$ cat config.mk
export PLATFORM = sky130hd
export DESIGN_NAME = pri_i2c_target
export DESIGN_NICKNAME = d
export VERILOG_FILES = /design/src/inc/pri_pkg.sv /design/src/inc/pri_reg_if.sv /design/src/rtl/pri_i2c_target.sv /design/src/rtl/pri_regbank.sv /design/src/rtl/pri_sync.sv
export SDC_FILE = /design/constraint.sdc
export NUM_CORES = 1
export LEC_CHECK = 0
export ABC_CLOCK_PERIOD_IN_PS = 3900
export BUFFER_PORTS_ARGS = -buffer_cell sky130_fd_sc_hd__clkbuf_2
export CORE_ASPECT_RATIO = 0.9
export CORE_MARGIN = 8
export CORE_UTILIZATION = 40
export DETAILED_ROUTE_END_ITERATION = 8
export GPL_TIMING_DRIVEN = 1
export SETUP_SLACK_MARGIN = 0.5
export SYNTH_ARGS = -nofsm -noshare
export SYNTH_HDL_FRONTEND = slang
export SYNTH_SLANG_ARGS = --single-unit
$ cat constraint.sdc
create_clock -name mclk -period 3.9 [get_ports mclk]
set_input_delay 0.39 -clock mclk [delete_from_list [all_inputs] [get_ports mclk]]
set_output_delay 0.39 -clock mclk [all_outputs]
set_load 0.02 [all_outputs]
$ cat src/inc/pri_pkg.sv
// constants, types and decode helpers for the pmic two-wire register port
package pri_pkg;

  // target address options, selected by the addr_sel strap pin, sampled continuously
  localparam logic [6:0] TGT_ADDR_STRAP1 = 7'h48;
  localparam logic [6:0] TGT_ADDR_STRAP0 = 7'h40;
  localparam logic [4:0] HS_CODE_PFX     = 5'h01;
  localparam logic [7:0] GCALL_ADDR      = 8'h00;
  localparam logic [3:0] BYTE_BITS       = 4'h8;
  localparam logic [3:0] CNT_ZERO        = 4'h0;
  localparam logic [7:0] PTR_STEP        = 8'h01;
  localparam logic       SDA_DRIVE_LVL   = 1'b0;
  localparam logic       PIN_IDLE        = 1'b1;

  // input spike suppression, in ns, converted to mclk samples
  localparam int         CLK_FREQ_MHZ  = 50;
  localparam int         CLK_PERIOD_NS = 1000 / CLK_FREQ_MHZ;
  localparam int         SPK_LS_NS     = 40;
  localparam int         SPK_HS_NS     = 10;
  localparam int         SPK_LS_RAW    = SPK_LS_NS / CLK_PERIOD_NS;
  localparam int         SPK_HS_RAW    = SPK_HS_NS / CLK_PERIOD_NS;
  localparam logic [3:0] SPK_LS_CYC = 4'((SPK_LS_RAW < 1) ? 1 : SPK_LS_RAW);
  localparam logic [3:0] SPK_HS_CYC = 4'((SPK_HS_RAW < 1) ? 1 : SPK_HS_RAW);

  // register map
  localparam int         RW_N   = 16;
  localparam int         RC_N   = 4;
  localparam int         RO_N   = 4;
  localparam logic [7:0] RW_RST = 8'h00;
  localparam logic [7:0] RD_NONE = 8'h00;
  localparam logic [7:0] RW_OFS [RW_N] = '{
    8'h07, 8'h08, 8'h09, 8'h10, 8'h11, 8'h12, 8'h13, 8'h17,
    8'h20, 8'h21, 8'h22, 8'h23, 8'h24, 8'h25, 8'h26, 8'h27};
  // event flags: global_a, charger, global_b, reset cause
  localparam logic [7:0] RC_OFS [RC_N] = '{8'h00, 8'h01, 8'h04, 8'h05};
  // status: charger_a, charger_b, global, chip identity
  localparam logic [7:0] RO_OFS [RO_N] = '{8'h02, 8'h03, 8'h06, 8'h14};

  typedef enum logic [2:0] {
    ST_IDLE = 3'b000,
    ST_ADDR = 3'b001,
    ST_PTR  = 3'b010,
    ST_WDAT = 3'b011,
    ST_RDAT = 3'b100,
    ST_SKIP = 3'b101
  } pri_state_t;

  function automatic logic [4:0] rw_slot(input logic [7:0] a);
    logic [4:0] r;
    r = 5'h00;
    for (int i = 0; i < RW_N; i++) begin
      if (a == RW_OFS[i]) begin
        r = {1'b1, 4'(i)};
      end
    end
    return r;
  endfunction

  function automatic logic [2:0] small_slot(input logic [7:0] a,
                                            input logic [31:0] ofs);
    logic [2:0] r;
    r = 3'h0;
    for (int i = 0; i < 4; i++) begin
      if (a == ofs[i*8 +: 8]) begin
        r = {1'b1, 2'(i)};
      end
    end
    return r;
  endfunction

endpackage

$ cat src/inc/pri_reg_if.sv
// register access path between protocol engine and register bank
`timescale 1ns/10ps
interface pri_reg_if;
  logic [7:0] addr;
  logic       wr_en;
  logic [7:0] wr_data;
  logic       rd_en;
  logic [7:0] rd_data;
  modport eng  (output addr, output wr_en, output wr_data, output rd_en,
                input rd_data);
  modport bank (input addr, input wr_en, input wr_data, input rd_en,
                output rd_data);
endinterface

$ cat src/rtl/pri_i2c_target.sv
// two-wire target port giving byte access to the register bank
`timescale 1ns/10ps
module pri_i2c_target
  import pri_pkg::*;
#(
  parameter logic [7:0] CHIP_ID = 8'h5A  // value arbitrary
) (
  input  wire logic                mclk,
  input  wire logic                srst,
  input  wire logic                scl_i,
  input  wire logic                sda_i,
  output logic                     sda_o,
  output logic                     sda_oe,
  input  wire logic                addr_sel,
  output logic                     hs_filter,
  input  wire logic [RC_N*8-1:0]   ev_flags,
  input  wire logic [23:0]         st_in,
  output logic      [RW_N*8-1:0]   cfg_out
);
  pri_reg_if rb ();

  logic [2:0]  pins_f;
  logic        scl_f;
  logic        sda_f;
  logic        sel_f;
  logic        scl_p_q;
  logic        sda_p_q;

  pri_state_t  state_q;
  pri_state_t  state_d;
  logic [3:0]  cnt_q;
  logic [3:0]  cnt_d;
  logic        ack_q;
  logic        ack_d;
  logic [7:0]  sr_q;
  logic [7:0]  sr_d;
  logic [7:0]  tx_q;
  logic [7:0]  tx_d;
  logic [7:0]  ptr_q;
  logic [7:0]  ptr_d;
  logic        hs_q;
  logic        hs_d;
  logic        oe_q;
  logic        oe_d;
  logic        mack_q;
  logic        mack_d;
  logic        wr_en;
  logic        rd_en;

  // pins pass two flops and the spike filter before use
  pri_sync #(
    .W (3)
  ) u_sync (
    .mclk   (mclk),
    .srst   (srst),
    .d_in   ({addr_sel, sda_i, scl_i}),
    .hs_sel (hs_q),
    .d_out  (pins_f)
  );

  assign scl_f = pins_f[0];
  assign sda_f = pins_f[1];
  assign sel_f = pins_f[2];

  pri_regbank #(
    .CHIP_ID (CHIP_ID)
  ) u_bank (
    .mclk     (mclk),
    .srst     (srst),
    .rb       (rb.bank),
    .ev_flags (ev_flags),
    .st_in    (st_in),
    .cfg_out  (cfg_out)
  );

  // bus condition decode
  logic scl_rise;
  logic scl_fall;
  logic start_c;
  logic stop_c;
  assign scl_rise = scl_f & ~scl_p_q;
  assign scl_fall = ~scl_f & scl_p_q;
  assign start_c  = scl_f & scl_p_q & sda_p_q & ~sda_f;
  assign stop_c   = scl_f & scl_p_q & ~sda_p_q & sda_f;

  // received byte decode
  logic [6:0] own_addr;
  logic       adr_match;
  logic       is_hs_code;
  logic       is_gcall;
  logic       give_ack;
  logic       byte_fall;
  logic       ack_end;
  logic       rx_state;
  assign own_addr   = sel_f ? TGT_ADDR_STRAP1 : TGT_ADDR_STRAP0;
  assign adr_match  = (sr_q[7:1] == own_addr);
  assign is_hs_code = (sr_q[7:3] == HS_CODE_PFX);
  assign is_gcall   = (sr_q == GCALL_ADDR);
  // pointer and data bytes are always acknowledged
  assign give_ack   = (state_q != ST_ADDR) ||
                      (adr_match && !is_gcall);
  assign byte_fall  = scl_fall && (cnt_q == BYTE_BITS) && !ack_q;
  assign ack_end    = scl_fall && ack_q;
  assign rx_state   = (state_q == ST_ADDR) || (state_q == ST_PTR) ||
                      (state_q == ST_WDAT);

  always_comb begin
    state_d = state_q;
    cnt_d   = cnt_q;
    ack_d   = ack_q;
    sr_d    = sr_q;
    tx_d    = tx_q;
    ptr_d   = ptr_q;
    hs_d    = hs_q;
    oe_d    = oe_q;
    mack_d  = mack_q;
    wr_en   = 1'b0;
    rd_en   = 1'b0;
    if (stop_c) begin
      state_d = ST_IDLE;
      hs_d    = 1'b0;
      oe_d    = 1'b0;
      cnt_d   = CNT_ZERO;
      ack_d   = 1'b0;
    end else if (start_c) begin
      // repeated start leaves filter choice alone
      state_d = ST_ADDR;
      oe_d    = 1'b0;
      cnt_d   = CNT_ZERO;
      ack_d   = 1'b0;
    end else if (rx_state) begin
      if (scl_rise && cnt_q < BYTE_BITS) begin
        sr_d  = {sr_q[6:0], sda_f};
        cnt_d = cnt_q + 4'h1;
      end else if (byte_fall) begin
        ack_d = 1'b1;
        oe_d  = give_ack;
        if (state_q == ST_ADDR && is_hs_code) begin
          hs_d = 1'b1;
        end
      end else if (ack_end) begin
        ack_d = 1'b0;
        cnt_d = CNT_ZERO;
        oe_d  = 1'b0;
        case (state_q)
          ST_ADDR: begin
            if (!oe_q) begin
              state_d = ST_SKIP;
            end else if (sr_q[0]) begin
              state_d = ST_RDAT;
              tx_d    = rb.rd_data;
              oe_d    = ~rb.rd_data[7];
              rd_en   = 1'b1;
              mack_d  = 1'b1;
            end else begin
              state_d = ST_PTR;
            end
          end
          ST_PTR: begin
            ptr_d   = sr_q;
            state_d = ST_WDAT;
          end
          ST_WDAT: begin
            // commit as the line is released after the ack slot
            wr_en = 1'b1;
            ptr_d = ptr_q + PTR_STEP;
          end
          default: begin
            state_d = ST_IDLE;
          end
        endcase
      end
    end else if (state_q == ST_RDAT) begin
      if (scl_rise) begin
        if (cnt_q < BYTE_BITS) begin
          cnt_d = cnt_q + 4'h1;
        end else begin
          mack_d = sda_f;
          if (!sda_f) begin
            ptr_d = ptr_q + PTR_STEP;
          end
        end
      end else if (scl_fall) begin
        if (ack_q) begin
          ack_d = 1'b0;
          cnt_d = CNT_ZERO;
          if (!mack_q) begin
            tx_d  = rb.rd_data;
            oe_d  = ~rb.rd_data[7];
            rd_en = 1'b1;
          end else begin
            state_d = ST_SKIP;
            oe_d    = 1'b0;
          end
        end else if (cnt_q == BYTE_BITS) begin
          ack_d = 1'b1;
          oe_d  = 1'b0;
        end else if (cnt_q != CNT_ZERO) begin
          tx_d = {tx_q[6:0], 1'b0};
          oe_d = ~tx_q[6];
        end
      end
    end
  end

  always_ff @(posedge mclk) begin
    if (srst) begin
      state_q <= ST_IDLE;
      cnt_q   <= CNT_ZERO;
      ack_q   <= 1'b0;
      sr_q    <= RD_NONE;
      tx_q    <= RD_NONE;
      ptr_q   <= RD_NONE;
      hs_q    <= 1'b0;
      oe_q    <= 1'b0;
      mack_q  <= 1'b1;
      scl_p_q <= PIN_IDLE;
      sda_p_q <= PIN_IDLE;
    end else begin
      state_q <= state_d;
      cnt_q   <= cnt_d;
      ack_q   <= ack_d;
      sr_q    <= sr_d;
      tx_q    <= tx_d;
      ptr_q   <= ptr_d;
      hs_q    <= hs_d;
      oe_q    <= oe_d;
      mack_q  <= mack_d;
      scl_p_q <= scl_f;
      sda_p_q <= sda_f;
    end
  end

  assign rb.addr    = ptr_q;
  assign rb.wr_en   = wr_en;
  assign rb.wr_data = sr_q;
  assign rb.rd_en   = rd_en;

  // only the data line is ever driven; clock line has no driver
  assign sda_o     = SDA_DRIVE_LVL;
  assign sda_oe    = oe_q;
  assign hs_filter = hs_q;
endmodule

$ cat src/rtl/pri_regbank.sv
// register bank: configuration, read-to-clear event flags, status
`timescale 1ns/10ps
module pri_regbank
  import pri_pkg::*;
#(
  parameter logic [7:0] CHIP_ID = 8'h5A  // value arbitrary
) (
  input  wire logic                mclk,
  input  wire logic                srst,
  pri_reg_if.bank                  rb,
  input  wire logic [RC_N*8-1:0]   ev_flags,
  input  wire logic [23:0]         st_in,
  output logic      [RW_N*8-1:0]   cfg_out
);
  logic [7:0] cfg_q  [RW_N];
  logic [7:0] flag_q [RC_N];
  logic [7:0] ro_val [RO_N];
  logic [4:0] rws;
  logic [2:0] rcs;
  logic [2:0] ros;

  assign rws = rw_slot(rb.addr);
  assign rcs = small_slot(rb.addr, {RC_OFS[3], RC_OFS[2], RC_OFS[1],
                                    RC_OFS[0]});
  assign ros = small_slot(rb.addr, {RO_OFS[3], RO_OFS[2], RO_OFS[1],
                                    RO_OFS[0]});

  for (genvar i = 0; i < RW_N; i++) begin : g_rw
    logic hit;
    assign hit = rb.wr_en && rws[4] && (rws[3:0] == 4'(i));
    always_ff @(posedge mclk) begin
      if (srst) begin
        cfg_q[i] <= RW_RST;
      end else if (hit) begin
        cfg_q[i] <= rb.wr_data;
      end
    end
    assign cfg_out[i*8 +: 8] = cfg_q[i];
  end

  for (genvar i = 0; i < RC_N; i++) begin : g_rc
    logic clr;
    assign clr = rb.rd_en && rcs[2] && (rcs[1:0] == 2'(i));
    // a new event in the clearing cycle survives
    always_ff @(posedge mclk) begin
      if (srst) begin
        flag_q[i] <= RW_RST;
      end else begin
        flag_q[i] <= (clr ? RW_RST : flag_q[i]) | ev_flags[i*8 +: 8];
      end
    end
  end

  for (genvar i = 0; i < RO_N - 1; i++) begin : g_ro
    assign ro_val[i] = st_in[i*8 +: 8];
  end
  assign ro_val[RO_N-1] = CHIP_ID;

  assign rb.rd_data = rws[4] ? cfg_q[rws[3:0]] :
                      rcs[2] ? flag_q[rcs[1:0]] :
                      ros[2] ? ro_val[ros[1:0]] : RD_NONE;
endmodule

$ cat src/rtl/pri_sync.sv
// two-flop synchroniser with selectable spike filter per pin
`timescale 1ns/10ps
module pri_sync
  import pri_pkg::*;
#(
  parameter int W = 3
) (
  input  wire logic         mclk,
  input  wire logic         srst,
  input  wire logic [W-1:0] d_in,
  input  wire logic         hs_sel,
  output logic      [W-1:0] d_out
);
  logic [W-1:0] s1_q;
  logic [W-1:0] s2_q;
  logic [3:0]   need;

  assign need = hs_sel ? SPK_HS_CYC : SPK_LS_CYC;

  always_ff @(posedge mclk) begin
    if (srst) begin
      s1_q <= {W{PIN_IDLE}};
      s2_q <= {W{PIN_IDLE}};
    end else begin
      s1_q <= d_in;
      s2_q <= s1_q;
    end
  end

  for (genvar i = 0; i < W; i++) begin : g_filt
    logic [3:0] run_q;
    logic       out_q;
    logic       settle;
    // new level must persist for need samples before it is passed on
    assign settle = (s2_q[i] != out_q) && ((run_q + 4'h1) >= need);
    always_ff @(posedge mclk) begin
      if (srst) begin
        run_q <= CNT_ZERO;
        out_q <= PIN_IDLE;
      end else if (s2_q[i] == out_q || settle) begin
        run_q <= CNT_ZERO;
        out_q <= s2_q[i];
      end else begin
        run_q <= run_q + 4'h1;
      end
    end
    assign d_out[i] = out_q;
  end
endmodule

==> out/summary.txt <==
Core area -> 0.0276 mm²
Maximum VDD drop -> 0.000333 V
Port bufs -> 190
Critical-path top delay cell -> or3_1
Post-synthesis mux area share -> 4.21%
Worst slew margin -> 28.3%
Htree depth -> 1
Vias/cell -> 5.76
Mapped Area -> 0.0111 mm²
Endpoints failing setup -> 0
Critical path cell sequence -> nor4_2, nand2_1, or3_1, nand2_4, buf_4, mux2_2, a311oi_1, a41oi_1
Async S/R FF share, synth -> 0%
DR vias -> 9468
CTS tree -> yes
Simple-gate share of the synthesized area -> 22.8%
Adder-Cell Fraction of Synth Area -> 2.02%
Crit. End Element -> flip-flop
Max Cap Violations -> 0
Worst endpoint required time -> 4.29 ns
Post-route ant nets -> 0
Largest stage delay on the critical path -> 0.53 ns
Die X -> 192 µm
Root Buffer -> clkbuf_16
Pre-Repair DR Iteration Count -> 7
Residual DRC -> 0
CP Launch Type -> flip-flop
Clk pin slew, worst setup/hold paths -> 0.06 ns
Fillers -> 2590
Synth Instances -> 1094
Ranking of synthesized cells by area -> edfxtp_1 34%, dfxtp_1 16%, and2_1 7.4%, nand2_1 3.3%, a21oi_1 3.1%
Signal arrival time at the worst endpoint -> 3.69 ns
Clock Latency Late Sink -> 0.54 ns
Cell area power density -> 412 mW/mm²
Crit path buf inv count -> 1
Total clock buffers created by CTS -> 25
Flip-flop and latch area -> 0.00563 mm²
Synth top area share -> 34.5%
Setup TNS -> 0 ns
Register area share after synthesis -> 50.5%
Setup WS pre-CTS -> 0.580 ns
XOR/XNOR share of the synthesized area -> 1.10%
Largest family of logic cells by synthesized area -> simple AND/OR/NAND/NOR gates
Post-synthesis compound-gate area fraction -> 15.8%
Status -> complete, no violations
Initial antenna violation count -> 1
Detailed Place HPWL -> 27800 µm
Syn avg cell area -> 10.2 µm²
Share of layout cells above drive strength 1 -> 26.1%
Worst hold path type -> input port to flip-flop
GPL Wtd Cong -> 0.918
Clk buf depth -> 3
WL/cell -> 22.9 µm
Final Hold Violating Endpoints -> 0
Layout Skew -> 0.0344 ns
Syn. warnings -> 0
DR iter-0 viols -> 863
Ys flop type -> edfxtp_1
Minimum clock period -> 3.30 ns
Num ports -> 192
First-pass GRT wire length -> 56800 µm
Family with the most delay on the worst path -> simple AND/OR/NAND/NOR gates
Diodes inserted -> 0
Vias in the first global route -> 9298
Final WS setup -> 0.601 ns
Final wirelength -> 37700 µm
Crit-path max FO -> 17
RSZ-0062 raised after global routing -> yes
Global route total overflow -> 0
Final instance area -> 0.0134 mm²
Die Span Y -> 174 µm
EDFF count, synth -> 128
Crit Path Class -> flip-flop to flip-flop
Distinct cells, synth -> 84
Effective utilization at floorplan -> 40.3%
CTS Sinks -> 217
Max Freq -> 0.303 GHz
Commonest non-fill, non-tap cell in the layout -> clkbuf_2
Footprint of the multi-input gates -> 0.00518 mm²
Die Area -> 0.0335 mm²
Largest net degree at the start of global routing -> 62
Synth area leader -> edfxtp_1
Num rows -> 58
Leakage power -> 5.23 nW
Nets -> 1346
Register bit total from synthesis -> 217
Commonest non-fill, non-tap cells in the layout -> 189 x clkbuf_2, 131 x and2_1, 128 x edfxtp_1, 99 x nand2_1, 89 x dfxtp_1
Placed cell area -> 0.0125 mm²
P&R area growth vs syn -> 20.1%
Max Transition Viols Final -> 0
Gr usage total -> 21.9%
Tcrit/Tclk final -> 84.6%
Worst-Margin Slew -> 1.07 ns
## sequential cells by signal, indices dropped and copies added (netlist names), 3 cells and up
name and count:
tx_q 7, u_sync.s1_q 3, u_sync.s2_q 3, ptr_q 8, u_sync.g_filt.run_q 12, u_bank.cfg_q 128, rb.wr_data 8, state_q 3
u_bank.flag_q 32, u_sync.g_filt.out_q 3, cnt_q 4
## Yosys cell counts (6+ instances only)
master / n
and3_1: 7
nand3_1: 24
ha_1: 18
a311oi_1: 9
mux2_2: 22
a22oi_1: 6
nor4_2: 15
a221oi_1: 8
nor2b_1: 8
nand2_1: 99
edfxtp_1: 128
o211ai_1: 6
nor3_1: 14
o21ai_0: 22
a22o_1: 12
nand2b_1: 10
clkbuf_1: 45
a31oi_1: 26
nor4_1: 15
inv_1: 18
a21boi_0: 9
nor2_1: 80
dfxtp_1: 89
xnor2_1: 9
and2_1: 131
a21oi_1: 69
or3_1: 15
or2_2: 10
buf_2: 23
mux2i_1: 21
a31o_2: 17
## area by class of cell
type / instances / share of cell area, %
Sequential cell: 217 / 42.1
Tap cell: 360 / 3.37
Timing Repair Buffer: 215 / 8.72
Clock buffer: 30 / 5.05
Inverter: 18 / 0.505
Clock inverter: 15 / 1.55
Multi-Input combinational cell: 790 / 38.8
## tightest hold or removal path: stages
cell and delay [ns]:
clkbuf_2 0.08, a21oi_1 0.03, nor2_1 0.06
## stage by stage
stage	hold WS, ns	power (mW)	util, %	cells
4_1_cts	0.0404	5.55	48.3	1645
6_report	0.0608	5.51	48.4	1645
3_3_place_gp	0.397	3.04	45.1	1600
5_1_grt	0.0512	5.67	48.4	1645
2_1_floorplan	0.389	2.86	-	1100
3_5_place_dp	0.401	3.05	45.1	1600
## power breakdown
group | internal (mW) | total (mW) | leakage, nW | switching [mW]
clock network | 1.56 | 2.51 | 0.423 | 0.951
logic | 0.134 | 0.380 | 2.86 | 0.246
registers | 2.53 | 2.62 | 1.95 | 0.0910
## layer usage
| layer | part of all wire, % | track usage (%) |
|---|---|---|
| met1 | 42 | 29.4 |
| met2 | 48 | 35.1 |
| met3 | 7.9 | 4.45 |
| met4 | 2.7 | 6.22 |
| met5 | 0.032 | 0 |
## worst paths after layout
| kind | startpoint | end | slack, ns | cells past startpoint |
|---|---|---|---|---|
| setup reg to reg | ptr_q[7] | tx_q[5] | 0.60 | 8 |
| setup / recovery | ptr_q[7] | tx_q[5] | 0.60 | 8 |
| hold reg to reg | u_sync.s1_q[1] | u_sync.s2_q[1] | 0.43 | 1 |
| hold / removal | ev_flags[1] | u_bank.flag_q[0][1] | 0.06 | 3 |
## logic make-up (layout without fill, tap and decap cells)
group,after synthesis,count (layout)
AOI/OAI and AO/OA,250,250
muxes,44,44
buffers and inverters,93,278
adders and majority gates,18,18
DFF,217,217
other,1,7
xor gates and xnor gates,14,14
and+or+nand+nor,457,457
## timing repair
action                                  CTS  global route
resized for setup                         0             5
endpoints found under the setup margin    0            21
buffers inserted                          0             0
hold buffers                              0             0
(Power assumes the default switching activity.)
